File: config.mk
export PLATFORM = sky130hd
export DESIGN_NAME = pmh_port
export DESIGN_NICKNAME = d
export VERILOG_FILES = /design/src/common/pmh_pkg.sv /design/src/common/pmh_rx_if.sv /design/src/logic/pmh_uart_rx.sv /design/src/logic/pmh_port.sv
export VERILOG_INCLUDE_DIRS = /design/src /design/src/common
export SDC_FILE = /design/constraint.sdc
export NUM_CORES = 1
export LEC_CHECK = 0
export ABC_AREA = 1
export BUFFER_PORTS_ARGS = -buffer_cell sky130_fd_sc_hd__buf_2
export CORE_ASPECT_RATIO = 0.8
export CORE_MARGIN = 8
export CORE_UTILIZATION = 45
export DETAILED_ROUTE_END_ITERATION = 6
export HOLD_SLACK_MARGIN = 0.08
export PLACE_DENSITY_LB_ADDON = 0.1
export SLEW_MARGIN = 20
export SYNTH_ARGS = -nofsm -noshare
export SYNTH_HDL_FRONTEND = slang
export SYNTH_SLANG_ARGS = --single-unit
File: constraint.sdc
create_clock -name i_mclk -period 3.3 [get_ports i_mclk]
set_input_delay 0.66 -clock i_mclk [delete_from_list [all_inputs] [get_ports i_mclk]]
set_output_delay 0.66 -clock i_mclk [all_outputs]
set_load 0.005 [all_outputs]
File: src/common/pmh_consts.svh
// Constants of the host serial port: offsets, field positions, reset values, counts.
// Assumes a 20 MHz i_mclk; included by the design modules and the bench.
//
// Overview of operation
// RQ1: Host holds reset low at least 1 us
// RQ2: Host waits 1 ms before first character
// RQ3: Characters are 8 data, no parity, 1 stop
// RQ4: Rates 600 to 115200 bps are selectable
// RQ5: 96-byte buffer; CTS high at two thirds
// RQ6: CTS low again below one third full
// RQ7: Host sends few characters after CTS high
// RQ8: Remote data goes to host on output line
// RQ9: Setup strap low at startup enters configurator
// RQ10: Fallback strap low at reset forces 9600 8n1
// RQ11: Sleep input high stops all traffic
// RQ12: Flow control is CTS or none
// RQ13: Host drives straps and sleep input itself
// RQ14: Reset aborts transfers and restarts everything
// RQ15: Host keeps sleep input low to operate
// RQ16: Bad stop bit character is discarded
// RQ17: Characters arriving when full are dropped
`ifndef PMH_CONSTS_SVH
`define PMH_CONSTS_SVH

`define PMH_CLK_HZ          20000000
`define PMH_DIV(b)          16'((`PMH_CLK_HZ + (b) / 2) / (b))

`define PMH_BUF_DEPTH       7'd96
`define PMH_CTS_SET_LVL     7'd64
`define PMH_CTS_CLR_LVL     7'd32

`define PMH_REG_CTRL        3'h0
`define PMH_REG_STATUS      3'h1
`define PMH_REG_LEVEL       3'h2
`define PMH_REG_HOSTDATA    3'h3
`define PMH_REG_REMOTEDATA  3'h4

`define PMH_CTRL_BAUD_LSB   0
`define PMH_CTRL_BAUD_MSB   3
`define PMH_CTRL_FLOW_BIT   4
`define PMH_CTRL_RST        8'h04
`define PMH_BAUD_9600_SEL   4'h4

`define PMH_STAT_CTS        0
`define PMH_STAT_CFG        1
`define PMH_STAT_FORCED     2
`define PMH_STAT_SLEEP      3
`define PMH_STAT_TXBUSY     4
`define PMH_STAT_AVAIL      5

`define PMH_STARTUP_CYCLES  2'h3
`define PMH_SYNC_RST        5'h0f

`endif

File: src/common/pmh_pkg.sv
// Types of the host serial port: states and the registered state records.
// Assumes pmh_consts.svh for all numeric constants.
package pmh_pkg;
    typedef enum logic [2:0] {
        PMH_INIT  = 3'b001,
        PMH_RUN   = 3'b010,
        PMH_SLEEP = 3'b100
    } pmh_mode_t;

    typedef enum logic [3:0] {
        PMH_RX_IDLE  = 4'b0001,
        PMH_RX_START = 4'b0010,
        PMH_RX_DATA  = 4'b0100,
        PMH_RX_STOP  = 4'b1000
    } pmh_rx_st_t;

    typedef struct packed {
        pmh_rx_st_t  st;
        logic [15:0] cnt;
        logic [2:0]  bitn;
        logic [7:0]  shreg;
        logic [7:0]  data;
        logic        valid;
        logic        ferr;
    } pmh_rx_t;

    typedef struct packed {
        logic [4:0]  s1;
        logic [4:0]  s2;
        pmh_mode_t   mode;
        logic [7:0]  ctrl;
        logic        cfg_mode;
        logic        forced;
        logic [1:0]  start_cnt;
        logic [6:0]  wr_ptr;
        logic [6:0]  rd_ptr;
        logic [6:0]  level;
        logic        cts;
        logic [7:0]  rdata;
        logic        tx_busy;
        logic [15:0] tx_cnt;
        logic [3:0]  tx_bitn;
        logic [9:0]  tx_shreg;
        logic        txd;
    } pmh_state_t;
endpackage

File: src/common/pmh_rx_if.sv
// Link between the port top and its character receiver.
// Assumes both ends run on the same clock.
`timescale 1ns/10ps
interface pmh_rx_if;
    logic [15:0] div;
    logic        en;
    logic [7:0]  data;
    logic        valid;
    logic        ferr;
    modport top (output div, output en, input data, input valid, input ferr);
    modport rx  (input div, input en, output data, output valid, output ferr);
endinterface

File: src/logic/pmh_uart_rx.sv
// Receiver for host characters, 8n1, mid-bit sampling.
// Assumes the serial input is already synchronised to i_mclk.
`timescale 1ns/10ps
`include "pmh_consts.svh"
module pmh_uart_rx (
    input  wire logic i_mclk,
    input  wire logic i_rst,
    input  wire logic i_ce,
    input  wire logic i_rxd,
    pmh_rx_if.rx      bus
);
    import pmh_pkg::*;

    pmh_rx_t st;
    pmh_rx_t next_st;

    assign bus.data  = st.data;
    assign bus.valid = st.valid;
    assign bus.ferr  = st.ferr;

    always_comb begin
        next_st       = st;
        next_st.valid = 1'b0;
        next_st.ferr  = 1'b0;
        if (st.cnt != 16'h0000) begin
            next_st.cnt = st.cnt - 16'h0001;
        end
        case (st.st)
            PMH_RX_IDLE: begin
                if (!i_rxd) begin
                    next_st.st  = PMH_RX_START;
                    next_st.cnt = {1'b0, bus.div[15:1]};
                end
            end
            PMH_RX_START: begin
                if (st.cnt == 16'h0000) begin
                    // A glitch shorter than half a bit is not a start bit
                    next_st.st   = i_rxd ? PMH_RX_IDLE : PMH_RX_DATA;
                    next_st.cnt  = bus.div - 16'h0001;
                    next_st.bitn = 3'h0;
                end
            end
            PMH_RX_DATA: begin
                if (st.cnt == 16'h0000) begin
                    next_st.shreg = {i_rxd, st.shreg[7:1]};            // [RQ3]
                    next_st.cnt   = bus.div - 16'h0001;
                    next_st.bitn  = st.bitn + 3'h1;
                    if (st.bitn == 3'h7) begin
                        next_st.st = PMH_RX_STOP;
                    end
                end
            end
            PMH_RX_STOP: begin
                if (st.cnt == 16'h0000) begin
                    next_st.st    = PMH_RX_IDLE;
                    next_st.data  = st.shreg;
                    next_st.valid = i_rxd;                              // [RQ16]
                    next_st.ferr  = !i_rxd;
                end
            end
            default: begin
                next_st.st = PMH_RX_IDLE;
            end
        endcase
        if (!bus.en) begin
            next_st.st    = PMH_RX_IDLE;                                // [RQ11] [RQ14]
            next_st.valid = 1'b0;
            next_st.ferr  = 1'b0;
        end
    end

    always_ff @(posedge i_mclk) begin
        if (i_rst) begin
            st <= '{st: PMH_RX_IDLE, cnt: 16'h0000, bitn: 3'h0, shreg: 8'h00,
                    data: 8'h00, valid: 1'b0, ferr: 1'b0};
        end else if (i_ce) begin
            st <= next_st;
        end
    end
endmodule // pmh_uart_rx

File: src/logic/pmh_port.sv
// Host serial port of the packet modem: 96-byte host buffer, CTS throttle,
// character transmitter to the host, startup straps and sleep input.
// Assumes host pins are asynchronous and firmware uses the plain register port.
`timescale 1ns/10ps
`include "pmh_consts.svh"
module pmh_port (
    input  wire logic       i_mclk,
    input  wire logic       i_rst,
    input  wire logic       i_ce,
    input  wire logic [2:0] i_addr,
    input  wire logic [7:0] i_wdata,
    input  wire logic       i_wr,
    input  wire logic       i_rd,
    output logic      [7:0] o_rdata,
    input  wire logic       i_host_txd,
    input  wire logic       i_host_reset_n,
    input  wire logic       i_setup_n,
    input  wire logic       i_fallback_n,
    input  wire logic       i_sleep_req,
    output logic            o_host_rxd,
    output logic            o_cts,
    output logic            o_config_mode,
    output logic            o_sleeping
);
    import pmh_pkg::*;

    // Sync vector bit positions
    localparam int SY_TXD = 0;
    localparam int SY_RST = 1;
    localparam int SY_SET = 2;
    localparam int SY_DEF = 3;
    localparam int SY_WAK = 4;

    pmh_state_t st;
    pmh_state_t next_st;
    logic [7:0] mem [0:95];
    logic       push;
    logic       pop;
    pmh_rx_if   rxb ();

    function automatic logic [15:0] baud_div(input logic [3:0] sel);
        logic [15:0] d;
        d = `PMH_DIV(9600);
        case (sel)
            4'h0: d = `PMH_DIV(600);
            4'h1: d = `PMH_DIV(1200);
            4'h2: d = `PMH_DIV(2400);
            4'h3: d = `PMH_DIV(4800);
            4'h4: d = `PMH_DIV(9600);
            4'h5: d = `PMH_DIV(19200);
            4'h6: d = `PMH_DIV(38400);
            4'h7: d = `PMH_DIV(57600);
            4'h8: d = `PMH_DIV(115200);
            default: d = `PMH_DIV(9600);
        endcase
        return d;
    endfunction

    function automatic pmh_state_t reset_state(input logic [4:0] s1, input logic [4:0] s2);
        pmh_state_t r;
        r           = '0;
        r.s1        = s1;
        r.s2        = s2;
        r.mode      = PMH_INIT;
        r.ctrl      = `PMH_CTRL_RST;
        r.start_cnt = `PMH_STARTUP_CYCLES;
        r.tx_shreg  = 10'h3ff;
        r.txd       = 1'b1;
        return r;
    endfunction

    // Forced fallback overrides the stored rate
    assign rxb.div = st.forced ? baud_div(`PMH_BAUD_9600_SEL)                    // [RQ10]
                               : baud_div(st.ctrl[`PMH_CTRL_BAUD_MSB:`PMH_CTRL_BAUD_LSB]); // [RQ4]
    assign rxb.en  = st.mode[1] && st.s2[SY_RST] && !st.s2[SY_WAK];

    pmh_uart_rx u_rx (
        .i_mclk (i_mclk),
        .i_rst  (i_rst),
        .i_ce   (i_ce),
        .i_rxd  (st.s2[SY_TXD]),
        .bus    (rxb)
    );

    always_comb begin
        logic [6:0] lvl;
        lvl      = st.level;
        next_st  = st;
        push     = 1'b0;
        pop      = 1'b0;
        next_st.s1    = {i_sleep_req, i_fallback_n, i_setup_n, i_host_reset_n, i_host_txd};
        next_st.s2    = st.s1;
        next_st.rdata = 8'h00;

        case (st.mode)
            PMH_INIT: begin
                // Straps are read only after the synchronisers have filled
                if (st.start_cnt != 2'h0) begin
                    next_st.start_cnt = st.start_cnt - 2'h1;
                end else begin
                    next_st.cfg_mode = !st.s2[SY_SET];                  // [RQ9]
                    next_st.forced   = !st.s2[SY_DEF];                  // [RQ10]
                    next_st.mode     = PMH_RUN;
                end
            end
            PMH_RUN: begin
                if (st.s2[SY_WAK]) begin
                    next_st.mode = PMH_SLEEP;                           // [RQ11]
                end
            end
            PMH_SLEEP: begin
                if (!st.s2[SY_WAK]) begin
                    next_st.mode = PMH_RUN;
                end
            end
            default: begin
                next_st.mode = PMH_INIT;
            end
        endcase

        // Host character into buffer; a full buffer keeps its contents
        if (rxb.valid && st.mode[1]) begin
            if (st.level != `PMH_BUF_DEPTH) begin                       // [RQ17]
                push           = 1'b1;                                  // [RQ5]
                next_st.wr_ptr = (st.wr_ptr == `PMH_BUF_DEPTH - 7'd1) ? 7'd0 : st.wr_ptr + 7'd1;
            end
        end

        // Register reads
        if (i_rd) begin
            case (i_addr)
                `PMH_REG_CTRL: next_st.rdata = st.ctrl;
                `PMH_REG_STATUS: begin
                    next_st.rdata[`PMH_STAT_CTS]    = st.cts;
                    next_st.rdata[`PMH_STAT_CFG]    = st.cfg_mode;
                    next_st.rdata[`PMH_STAT_FORCED] = st.forced;
                    next_st.rdata[`PMH_STAT_SLEEP]  = st.mode[2];
                    next_st.rdata[`PMH_STAT_TXBUSY] = st.tx_busy;
                    next_st.rdata[`PMH_STAT_AVAIL]  = (st.level != 7'd0);
                end
                `PMH_REG_LEVEL: next_st.rdata = {1'b0, st.level};
                `PMH_REG_HOSTDATA: begin
                    if (st.level != 7'd0) begin
                        pop            = 1'b1;
                        next_st.rdata  = mem[st.rd_ptr];
                        next_st.rd_ptr = (st.rd_ptr == `PMH_BUF_DEPTH - 7'd1) ? 7'd0 : st.rd_ptr + 7'd1;
                    end
                end
                default: next_st.rdata = 8'h00;
            endcase
        end

        if (push && !pop) begin
            lvl = st.level + 7'd1;
        end else if (pop && !push) begin
            lvl = st.level - 7'd1;
        end
        next_st.level = lvl;

        // Hysteretic throttle, held low when handshake is off
        if (!st.ctrl[`PMH_CTRL_FLOW_BIT]) begin                         // [RQ12]
            next_st.cts = 1'b0;
        end else if (lvl >= `PMH_CTS_SET_LVL) begin
            next_st.cts = 1'b1;                                         // [RQ5]
        end else if (lvl < `PMH_CTS_CLR_LVL) begin
            next_st.cts = 1'b0;                                         // [RQ6]
        end

        // Register writes; a rate change applies from the next bit period, even within a character
        if (i_wr) begin
            case (i_addr)
                `PMH_REG_CTRL: next_st.ctrl = i_wdata;
                `PMH_REG_REMOTEDATA: begin
                    // Written while busy or asleep the character is dropped
                    if (!st.tx_busy && st.mode[1] && !st.s2[SY_WAK]) begin
                        next_st.tx_busy  = 1'b1;                        // [RQ8]
                        next_st.tx_shreg = {1'b1, i_wdata, 1'b0};       // [RQ3]
                        next_st.tx_bitn  = 4'h0;
                        next_st.tx_cnt   = 16'h0000;
                    end
                end
                default: begin
                end
            endcase
        end

        // Transmitter toward the host
        if (st.tx_busy) begin
            if (st.tx_cnt == 16'h0000) begin
                next_st.txd      = st.tx_shreg[0];
                next_st.tx_shreg = {1'b1, st.tx_shreg[9:1]};
                next_st.tx_cnt   = rxb.div - 16'h0001;
                next_st.tx_bitn  = st.tx_bitn + 4'h1;
                if (st.tx_bitn == 4'ha) begin
                    next_st.tx_busy = 1'b0;
                    next_st.txd     = 1'b1;
                end
            end else begin
                next_st.tx_cnt = st.tx_cnt - 16'h0001;
            end
        end
        if (st.s2[SY_WAK]) begin
            next_st.tx_busy = 1'b0;                                     // [RQ11]
            next_st.txd     = 1'b1;
        end

        // Host reset pin restarts everything but the synchronisers
        if (!st.s2[SY_RST]) begin
            next_st = reset_state(next_st.s1, next_st.s2);              // [RQ14]
        end
    end

    always_ff @(posedge i_mclk) begin
        if (i_rst) begin
            st <= reset_state(`PMH_SYNC_RST, `PMH_SYNC_RST);            // [RQ14]
        end else if (i_ce) begin
            st <= next_st;
        end
    end

    // Buffer storage is kept outside the state record to stay a plain RAM
    always_ff @(posedge i_mclk) begin
        if (i_ce && push) begin
            mem[st.wr_ptr] <= rxb.data;
        end
    end

    assign o_rdata       = st.rdata;
    assign o_host_rxd    = st.txd;
    assign o_cts         = st.cts;
    assign o_config_mode = st.cfg_mode;
    assign o_sleeping    = st.mode[2];
endmodule // pmh_port

# --- Word level (Yosys, flattened, before mapping) ---
# Memories as Yosys holds them, arrays and structs flattened. A register that Yosys moved wholly into a read port is not among the register bits.
# Cells that the tools add are included.
op_classes:
  addsub: 10
  n_mul: 0
  div: 0
  order_cmp: 2
  eq_ne: 42
  n_shift: 0
  mux: 63
  bitwise_logic: 0
  reduce_logical: 35
op_table:
  columns: ["operator", "n"]
  rows:
  - ["$mux 31", 4]
  - ["$mux 7", 11]
  - ["$mux 77", 1]
  - ["$mux 16", 3]
  - ["$pmux 16 s3", 1]
  - ["$sub 16x1->16 const B", 3]
  - ["$logic_not 16->1", 2]
  - ["$mux 32", 1]
  - ["$mux 8", 4]
  - ["$ne 3x3->1 const B", 9]
  - ["$mux 4", 6]
  - ["$pmux 6 s4", 1]
  - ["$mux 23", 1]
  - ["$add 7x1->7 const B", 3]
  - ["$reduce_and 3->1", 7]
  - ["$mux 20", 1]
  - ["$ne 2x1->1 const B", 9]
  - ["$pmux 4 s4", 1]
  - ["$reduce_and 4->1", 4]
  - ["$reduce_bool 16->1", 1]
  - ["$mux 1", 15]
  - ["$mux 15", 1]
  - ["$eq 7x7->1 const B", 2]
  - ["$mux 3", 4]
  - ["other kinds (29)", 57]
word_totals:
  regBits: 127
  latch_bits: 0
  mem_bits_rw: 768
  romBits: 256
  inputBits: 21
  wordCells: 177
  n_memories: 2
mem_list:
  columns: ["name", "depth", "width", "rd", "rd_clocked_by_memory_dff", "wr", "line_no", "source"]
  rows:
  - ["mem", 96, 8, 1, 1, 1, "pmh_port.sv:36", "logic [7:0] mem [0:95];"]
  - ["(name not given)", 16, 16, 1, 1, 0, "pmh_port.sv:44", "case (sel)"]

# --- Longest topological paths before layout ---
# Gate-level depths: netlist of the first run.
depth:
  ltp_word: 14
  depth_mapped: 18
  ltp_nobuf: 16

# --- Hierarchy ---
# From an unflattened synthesis of the first run, not the netlist that was laid out.
unflattened:
  cells_unflattened: 3913
  hier_area_um2: 39783.2
modules_own_cells:
  columns: ["mod", "instances", "cells_each", "area_each_um2", "seq_area_each_um2"]
  rows:
  - ["pmh_port", 1, 3451, 36909.1, 25264.2]
  - ["pmh_uart_rx", 1, 462, 2874.0, 820.8]

# --- Least setup slack after synthesis of the first run ---
# OpenSTA, ideal clock, no wires.
synth_timing:
  path_kind: "register to register"
  startpoint: "register st[41] (netlist name)"
  endpoint: "memory mem[34][0] (enable)"
  arrival_time_ps: 1933
  t_required_ps: 2930
  slack_ps: 996
  stages_incl_launch_ff: 11
  n_path_buf: 1
  period_less_slack_ps: 2304
  cell_sequence: "dfxtp_1 inv_1 ha_1 nand3_1 nand3_2 nor2_2 inv_1 nor2_2 nand3_1 buf_2 nor2_1"
synth_via:
  elab_chain_cells: 6
synth_rtl:
  columns: ["element", "line_no", "source"]
  rows:
  - ["start, declared", "pmh_port.sv:34", "pmh_state_t st;"]
  - ["start signal, assigned", "pmh_port.sv:215", "st <= reset_state(`PMH_SYNC_RST, `PMH_SYNC_RST);"]
  - ["start signal, assigned", "pmh_port.sv:217", "st <= next_st;"]
  - ["$ne 7x7->1 (no source line)", null, null]
  - ["$mux 1", "pmh_port.sv:123", "if (st.level != `PMH_BUF_DEPTH) begin"]
  - ["$mux 1", "pmh_port.sv:122", "if (rxb.valid && st.mode[1]) begin"]
  - ["$logic_and 1x1->1", "pmh_port.sv:223", "if (i_ce && push) begin"]
  - ["$mux 1", "pmh_port.sv:223", null]
  - ["$mux 1 (not written as such)", "pmh_port.sv:224", "mem[st.wr_ptr] <= rxb.data;"]
  - ["end, declared", "pmh_port.sv:36", null]
# No other way between the ends.

==> reports/summary.txt, run 1 <==
Total Wirelength - 109000 µm
CP most frequent cell - nand2_1
Worst relative slew slack - 34.6%
Post CTS Setup Buffer Count - 0
Final setup viols - 0
Die Wd - 348 µm
Synth Area in Compound Gates - 5.92%
Setup TNS after final layout - 0 ps
Largest net degree at the start of global routing - 141
Pint - 18.8 mW
Core ar. - 87400 µm²
TritonCTS clock tree - yes
Post-synthesis simple-gate area fraction - 22.4%
Crit-path cells - clkinv_8 > buf_12 > buf_4 > nand2_1 > nand3_1 > nand3_1 > nand2_1 > nand2_1 > nand3_1 > nand3_1 > nand2_1 > nand2_1 > nand2_1 > nand2_1 > nand2_1 > nand2_1 > a21oi_1
P_leak - 17.5 nW
Clk Latency, worst-skew pair - 670 ps
Total gr overflow - 0
Main combinational cell family by area after synthesis - simple AND/OR/NAND/NOR gates
1st-pass router iterations - 5
Combinational share of power - 3.8%
Sw power - 5.26 mW
Avg Cell Area, Syn - 10.4 µm²
CP endpoint kind - flip-flop
Worst-path clk slew - 60 ps
Final Max Slew Viols - 0
GRT Total Usage - 21.9%
Clock buffer depth - 3
WHS - 201 ps
Fin. Hold Viols - 0
Hold WC Path Type - input port to flip-flop
HPWL Detailed - 67000 µm
Drt drc - 0
Initial Util - 45.4%
Top cell type's share of synthesized area - 58.2%
Row count - 97
Clock Power Share - 44.2%
Max-Cap Viols - 0
PostCTS Resize Cnt - 0
CTS Root Buffer Type - clkbuf_16
Top_reg_cell synth - edfxtp_1
Library cells used by synthesis - 57
Final min period - 2790 ps
Final layout net count - 3963
Flops & latches, synth - 918
Layout Skew - 20.3 ps
Hold path endpoint - st[83]
CTS Buf Count - 94
Crit path DAT - 3310 ps
Port bufs - 32
Sw Share - 21.9%
Cell Area, Synth - 39700 µm²
Sequential cell area fraction in the yosys report - 65.7%
Xor/xnor share of the synthesized area - 0.773%
Largest area contributor in the netlist - edfxtp_1
Vias in the first global route - 26600
Adder-cell share of the synthesized area - 0.600%
Hold_buf cts - 0
Worst reg-to-reg setup slack - 510 ps
Outcome - finished clean
Via count - 28000
Count leader, synth - nand2_1
WS Path Type - flip-flop to flip-flop
Net Count, Synth - 3862
Hold Path Stages - 3
Synth-to-Final Area Change - 13.0%
Final non-filler cell total - 5141
Io pins - 33
GP Congestion - 0.874
Critical R2R Capture - o_rdata[4]
Share of cells above drive strength 1 - 11.4%
Post-synth top cells - nand2_1 (1085), edfxtp_1 (768), nand3_1 (566), nor2_1 (315), a21oi_1 (153)
Post-synthesis mux area share - 0%
Peak Freq - 358 MHz
CP Max Fanout - 60
Htree depth - 3
Pwr Density - 537 nW/µm²
Wire per inst - 21.3 µm
Final ANT Viol Nets - 0
Die area - 97900 µm²
Die Y - 282 µm
Worst slew pin tran - 982 ps
Req. time, crit path - 3820 ps
FF-to-FF path depth - 17
Top post-synthesis cells by area - edfxtp_1 (58%), nand2_1 (10%), dfxtp_1 (7.6%)
Seq pwr share - 51.9%
Slowest cell delay on critical path - 510 ps
Synthesized instance count - 3822
Iteration-0 DRC Markers - 2708
Hold wc startpoint - i_host_reset_n
Power Total - 24.1 mW
Antenna violations before repair - 1
Post-synth EDFFs - 768
Asr flop ratio synth - 0%
# diodes - 0
Startpoint types - flip-flop
Ys Warns - 0
TritonCTS Sinks - 918
Via density - 5.44
Placed cells - 4964
First-pass GRT wire length - 167000 µm
Slowest CP cell - dfxtp_4
Worst vdd ir - 394 µV
RSZ-0062 raised after global routing - no
Period utilization - 84.6%
## cells in the final DEF (no fill, tap or decap), types with 6 or more instances in the layout
cell          n
clkbuf_16    95
bufinv_16     9
xor2_1       25
nand4_1      14
dfxtp_1     138
dfxtp_4      11
ha_1         19
nor2_2       12
nor3_2        9
o21ai_0     120
buf_2        32
nand3_1     566
edfxtp_1    768
clkbuf_1     19
a221oi_1      7
nor2_1      315
o211ai_1     27
buf_4       170
nor2_4        6
xnor2_1      10
nor4_1        6
clkinv_2     23
clkinv_1     15
o31ai_1      24
o221ai_1      8
buf_12       18
o22ai_1       9
nand2_1    1085
nor3_1       36
inv_1       130
a211oi_1     20
inv_2        23
o21ai_1      13
a21oi_1     153
## logic make-up after synthesis
logic type      Yosys count
simple gates           2073
buf+inv                 373
xor+xnor                 35
compound gates          404
fa+ha+maj                19
flops                   918
## layout make-up
| cell class | count | area, µm² |
|---|---|---|
| Fill cell | 7930 | 42600 |
| Sequential cell | 918 | 26100 |
| Multi-Input combinational cell | 2531 | 11800 |
| Clock buffer | 117 | 2490 |
| Timing Repair Buffer | 222 | 1850 |
| Tap cell | 1138 | 1420 |
| Inverter | 156 | 606 |
| Clock inverter | 59 | 579 |
## routing by layer
metal  up-vias  global-route usage, %  routed length [µm]  part of all wire, %
li1      13500                      -                   -                    -
met1     13600                   33.5               53500                   49
met2       750                   33.0               47600                   44
met3       135                   3.23                5950                  5.4
met4         0                   5.01                2260                  2.1
met5         -                      0                   0                    0
## how the worst max path moves through the flow
stage | startpoint | slack (ps) | to | cells after the start
6_report | flip-flop | 510 | o_rdata[4] | 17
5_1_grt | flip-flop | 260 | o_rdata[2] | 15
4_1_cts | flip-flop | 510 | o_rdata[4] | 17
3_5_place_dp | flip-flop | 520 | o_rdata[4] | 17
3_3_place_gp | flip-flop | 520 | o_rdata[4] | 17
2_1_floorplan | st[41] | 1000 | mem[34][0] | 10
## sequential cells by signal, indices dropped and copies added (netlist names), named ones only
signal,flops
st,75
u_rx.st,31
o_rdata,8
o_host_rxd,1
u_rx.bus.valid,1
mem,768
u_rx.bus.data,8
o_config_mode,1
o_cts,1
o_sleeping,1
## power groups by stage
stage / Sequential, mW / Clock (mW) / Combinational, mW
floorplan: 12.7 / 0 / 0.692
global placement: 12.7 / 0 / 0.917
detailed placement: 12.8 / 0 / 0.921
CTS: 12.5 / 10.8 / 0.925
global route: 12.5 / 11.3 / 1.04
finish: 12.5 / 10.6 / 0.926
## metrics by stage
| step | utilization [%] | cell area (µm²) | setup slack, ps |
|---|---|---|---|
| floorplan | - | 39700 | 996 |
| global placement | 47.7 | 41700 | 518 |
| detailed placement | 47.7 | 41700 | 521 |
| CTS | 51.3 | 44800 | 513 |
| global route | 51.3 | 44800 | 259 |
| finish | 51.3 | 44800 | 508 |
## worst max-delay path, delay by kind of cell (launching register included)
kind                   cells  cell delay [ps]
flip-flops                 1              510
buffers and inverters      3              820
AO/OA/AOI/OAI              1               50
AND/OR/NAND/NOR           13             1180
Note: power is estimated with default switching activity, not from simulation.
==> run 2, diff against run 1 <==
- ABC_AREA: 1 -> 0
- clock period: 3.3 -> 2.3 ns (I/O delays scaled with it)
==> run 2 against run 1 <==
Net effect: the flow now finishes with violations (setup timing); largest power group unchanged; total power is 42% higher; utilization rose by 5.9 points; combinational power up 37%.
==> reports/summary.txt, run 2 <==
FF-to-FF path depth - 6 (-11)
Die area - 94800 µm² (-3.2%)
Top_reg_cell synth - edfxtp_1
Share of cells above drive strength 1 - 37.2% (+26 points)
Total Wirelength - 110000 µm (+1.0%)
GRT Total Usage - 22.5% (+0.54 points)
Initial Util - 45.5% (+0.14 points)
Worst reg-to-reg setup slack - -240 ps (-740 ps)
Power Total - 34.2 mW (+42%)
Post-synthesis mux area share - 14.3% (+14 points)
Final Max Slew Viols - 0 (unchanged)
Via count - 24500 (-13%)
Row count - 95 (-2.1%)
RSZ-0062 raised after global routing - yes
CTS Root Buffer Type - clkbuf_16
Final setup viols - 11 (+11)
Net Count, Synth - 2479 (-36%)
Worst slew pin tran - 751 ps (-230 ps)
TritonCTS clock tree - yes
Hold wc startpoint - i_wdata[2]
Req. time, crit path - 2830 ps (-990 ps)
Cell Area, Synth - 38300 µm² (-3.4%)
Fin. Hold Viols - 0 (unchanged)
Outcome - complete, but fails checks
Drt drc - 0 (unchanged)
Worst-path clk slew - 70 ps (about the same)
Hold path endpoint - st[68]
Largest registers - mem: 768 flops, st: 75 flops, u_rx.st: 31 flops
Most common cell after layout, fill and taps aside - edfxtp_1
CTS Buf Count - 93 (-1.1%)
Final ANT Viol Nets - 0 (unchanged)
Layout Skew - 23.7 ps (+3.38 ps)
CP endpoint kind - flip-flop
Setup TNS after final layout - -1290 ps (-1290 ps)
Antenna violations before repair - 3 (+2)
Vias in the first global route - 23900 (-10%)
Pre-CTS WS - -757 ps (-1280 ps)
Adder-cell share of the synthesized area - 0.621% (+0.021 points)
Met1 usage - 34.8% (+1.4 points)
TritonCTS Sinks - 918 (unchanged)
Via density - 5.89 (+8.3%)
Max-Cap Viols - 0 (unchanged)
First-pass GRT wire length - 159000 µm (-4.3%)
1st-pass router iterations - 5 (unchanged)
Count leader, synth - edfxtp_1
HPWL Detailed - 73600 µm (+9.8%)
Wire per inst - 26.6 µm (+25%)
Ys Warns - 0 (unchanged)
Core ar. - 84200 µm² (-3.7%)
Post-synth EDFFs - 768 (unchanged)
M3 GR Usage - 4.77% (+1.5 points)
Failing checks - setup timing
Grt met2 use - 32.1% (-0.90 points)
Crit path DAT - 3070 ps (-240 ps)
Critical R2R Capture - o_rdata[7]
Most frequent cells in the layout - edfxtp_1 (768), buf_4 (448), nand2_1 (185), mux4_2 (184), nor2_1 (137)
Die Y - 277 µm (-1.6%)
Post-synth top cells - edfxtp_1 (768), nor2_1 (200), nand2_1 (196), mux4_2 (177), dfxtp_1 (150)
Worst relative slew slack - 49.9% (+15 points)
Clk Latency, worst-skew pair - 660 ps (about the same)
Io pins - 33 (unchanged)
Hold Path Stages - 3 (unchanged)
GP Congestion - 0.898 (+2.7%)
Peak Freq - 394 MHz (+10%)
Hold WC Path Type - input port to flip-flop
Pwr Density - 709 nW/µm² (+32%)
Asr flop ratio synth - 0% (unchanged)
Xor/xnor share of the synthesized area - 0.389% (-0.38 points)
Sequential cell area fraction in the yosys report - 68.0% (+2.3 points)
Final layout net count - 2996 (-24%)
Worst vdd ir - 632 µV (+60%)
Largest area contributor in the netlist - edfxtp_1
Largest net degree at the start of global routing - 98 (-30%)
Iteration-0 DRC Markers - 2749 (+1.5%)
Synth Area in Compound Gates - 6.10% (+0.19 points)
Period utilization - 110% (+26 points)
Library cells used by synthesis - 87 (+53%)
CP Max Fanout - 8 (-87%)
Final min period - 2540 ps (-255 ps)
Flops & latches, synth - 918 (unchanged)
Final worst slack - -236 ps (-745 ps)
Synthesized instance count - 2439 (-36%)
WS Path Type - flip-flop to flip-flop
Port bufs - 32 (unchanged)
Avg Cell Area, Syn - 15.7 µm² (+51%)
Top cell type's share of synthesized area - 60.2% (+2.0 points)
Gr busiest metal - met1
Htree depth - 3 (unchanged)
Clock buffer depth - 3 (unchanged)
Total gr overflow - 0 (unchanged)
Main combinational cell family by area after synthesis - multiplexers
P_leak - 18.1 nW (+3.6%)
Largest register FFs - 768 (unchanged)
Fillers - 6567 (-17%)
Die Wd - 342 µm (-1.6%)
Top post-synthesis cells by area - edfxtp_1 (60%), mux4_2 (10%), dfxtp_1 (7.8%)
Synth-to-Final Area Change - 25.7%
Startpoint types - flip-flop
Post-synthesis simple-gate area fraction - 8.17% (-14 points)
Most flop-heavy register - mem
-- run 2: per-layer routing --
metal | part of all wire, % | up-vias
li1 | - | 10700
met1 | 46 | 12600
met2 | 43 | 1019
met3 | 8.5 | 172
met4 | 2.6 | 0
met5 | 0 | -
-- run 2: metrics by stage --
step	util (%)	hold slack [ps]	cell area, µm²	cells
final	57.2	260	48100	4150
after global routing	57.2	272	48100	4150
after CTS	56.0	223	47100	4099
after detailed placement	51.4	457	43200	3873
after global placement	51.4	447	43200	3873
after floorplan	-	410	38700	2439
-- run 2: what timing repair did --
item,CTS,global route
hold endpoints to repair,14,0
resized for setup,109,123
setup buffers,43,50
gates cloned,0,7
setup endpoints to repair,417,199
pin swaps,26,38
hold buffers,10,0
-- run 2: report_power, final --
part / switching [mW] / total, mW / internal, mW / leakage [nW]
combinational: 0.662 / 1.27 / 0.605 / 6.49
clock: 6.47 / 15.0 / 8.56 / 1.46
sequential: 0.0626 / 17.9 / 17.8 / 10.2
total: 7.20 / 34.2 / 27.0 / 18.1
-- run 2: how the worst max path moves through the flow --
stage / start / end / slack [ps] / cells after the start
2_1_floorplan: i_addr[0] / flip-flop / -90 / 9
3_3_place_gp: i_addr[1] / o_rdata[2] / -840 / 11
3_5_place_dp: i_addr[1] / o_rdata[2] / -760 / 11
4_1_cts: flip-flop / o_rdata[7] / -250 / 7
5_1_grt: flip-flop / o_rdata[1] / -280 / 7
6_report: flip-flop / o_rdata[7] / -240 / 6
-- run 2: final cells by class --
type / instances / area [µm²] / area share [%]
tap: 1115 / 1400 / 2.90
inverter: 26 / 97.6 / 0.203
sequential: 918 / 26100 / 54.2
clock inverter: 58 / 529 / 1.10
timing repair buffer: 575 / 5140 / 10.7
antenna: 1 / 2.50 / 0.00520
multi-input combinational: 1342 / 12400 / 25.7
clock buffer: 115 / 2470 / 5.13
-- run 2: logic make-up after synthesis --
family	Yosys count
xor+xnor	17
simple gates	650
flops	918
buf+inv	179
fa+ha+maj	19
compound gates	345
mux	311
-- run 2: worst max-delay path: stages (launching register included) --
cell	delay, ps
dfxtp_4	500
buf_12	180
mux4_2	500
mux4_2	520
nand2_2	120
a21oi_4	90
or4b_1	490
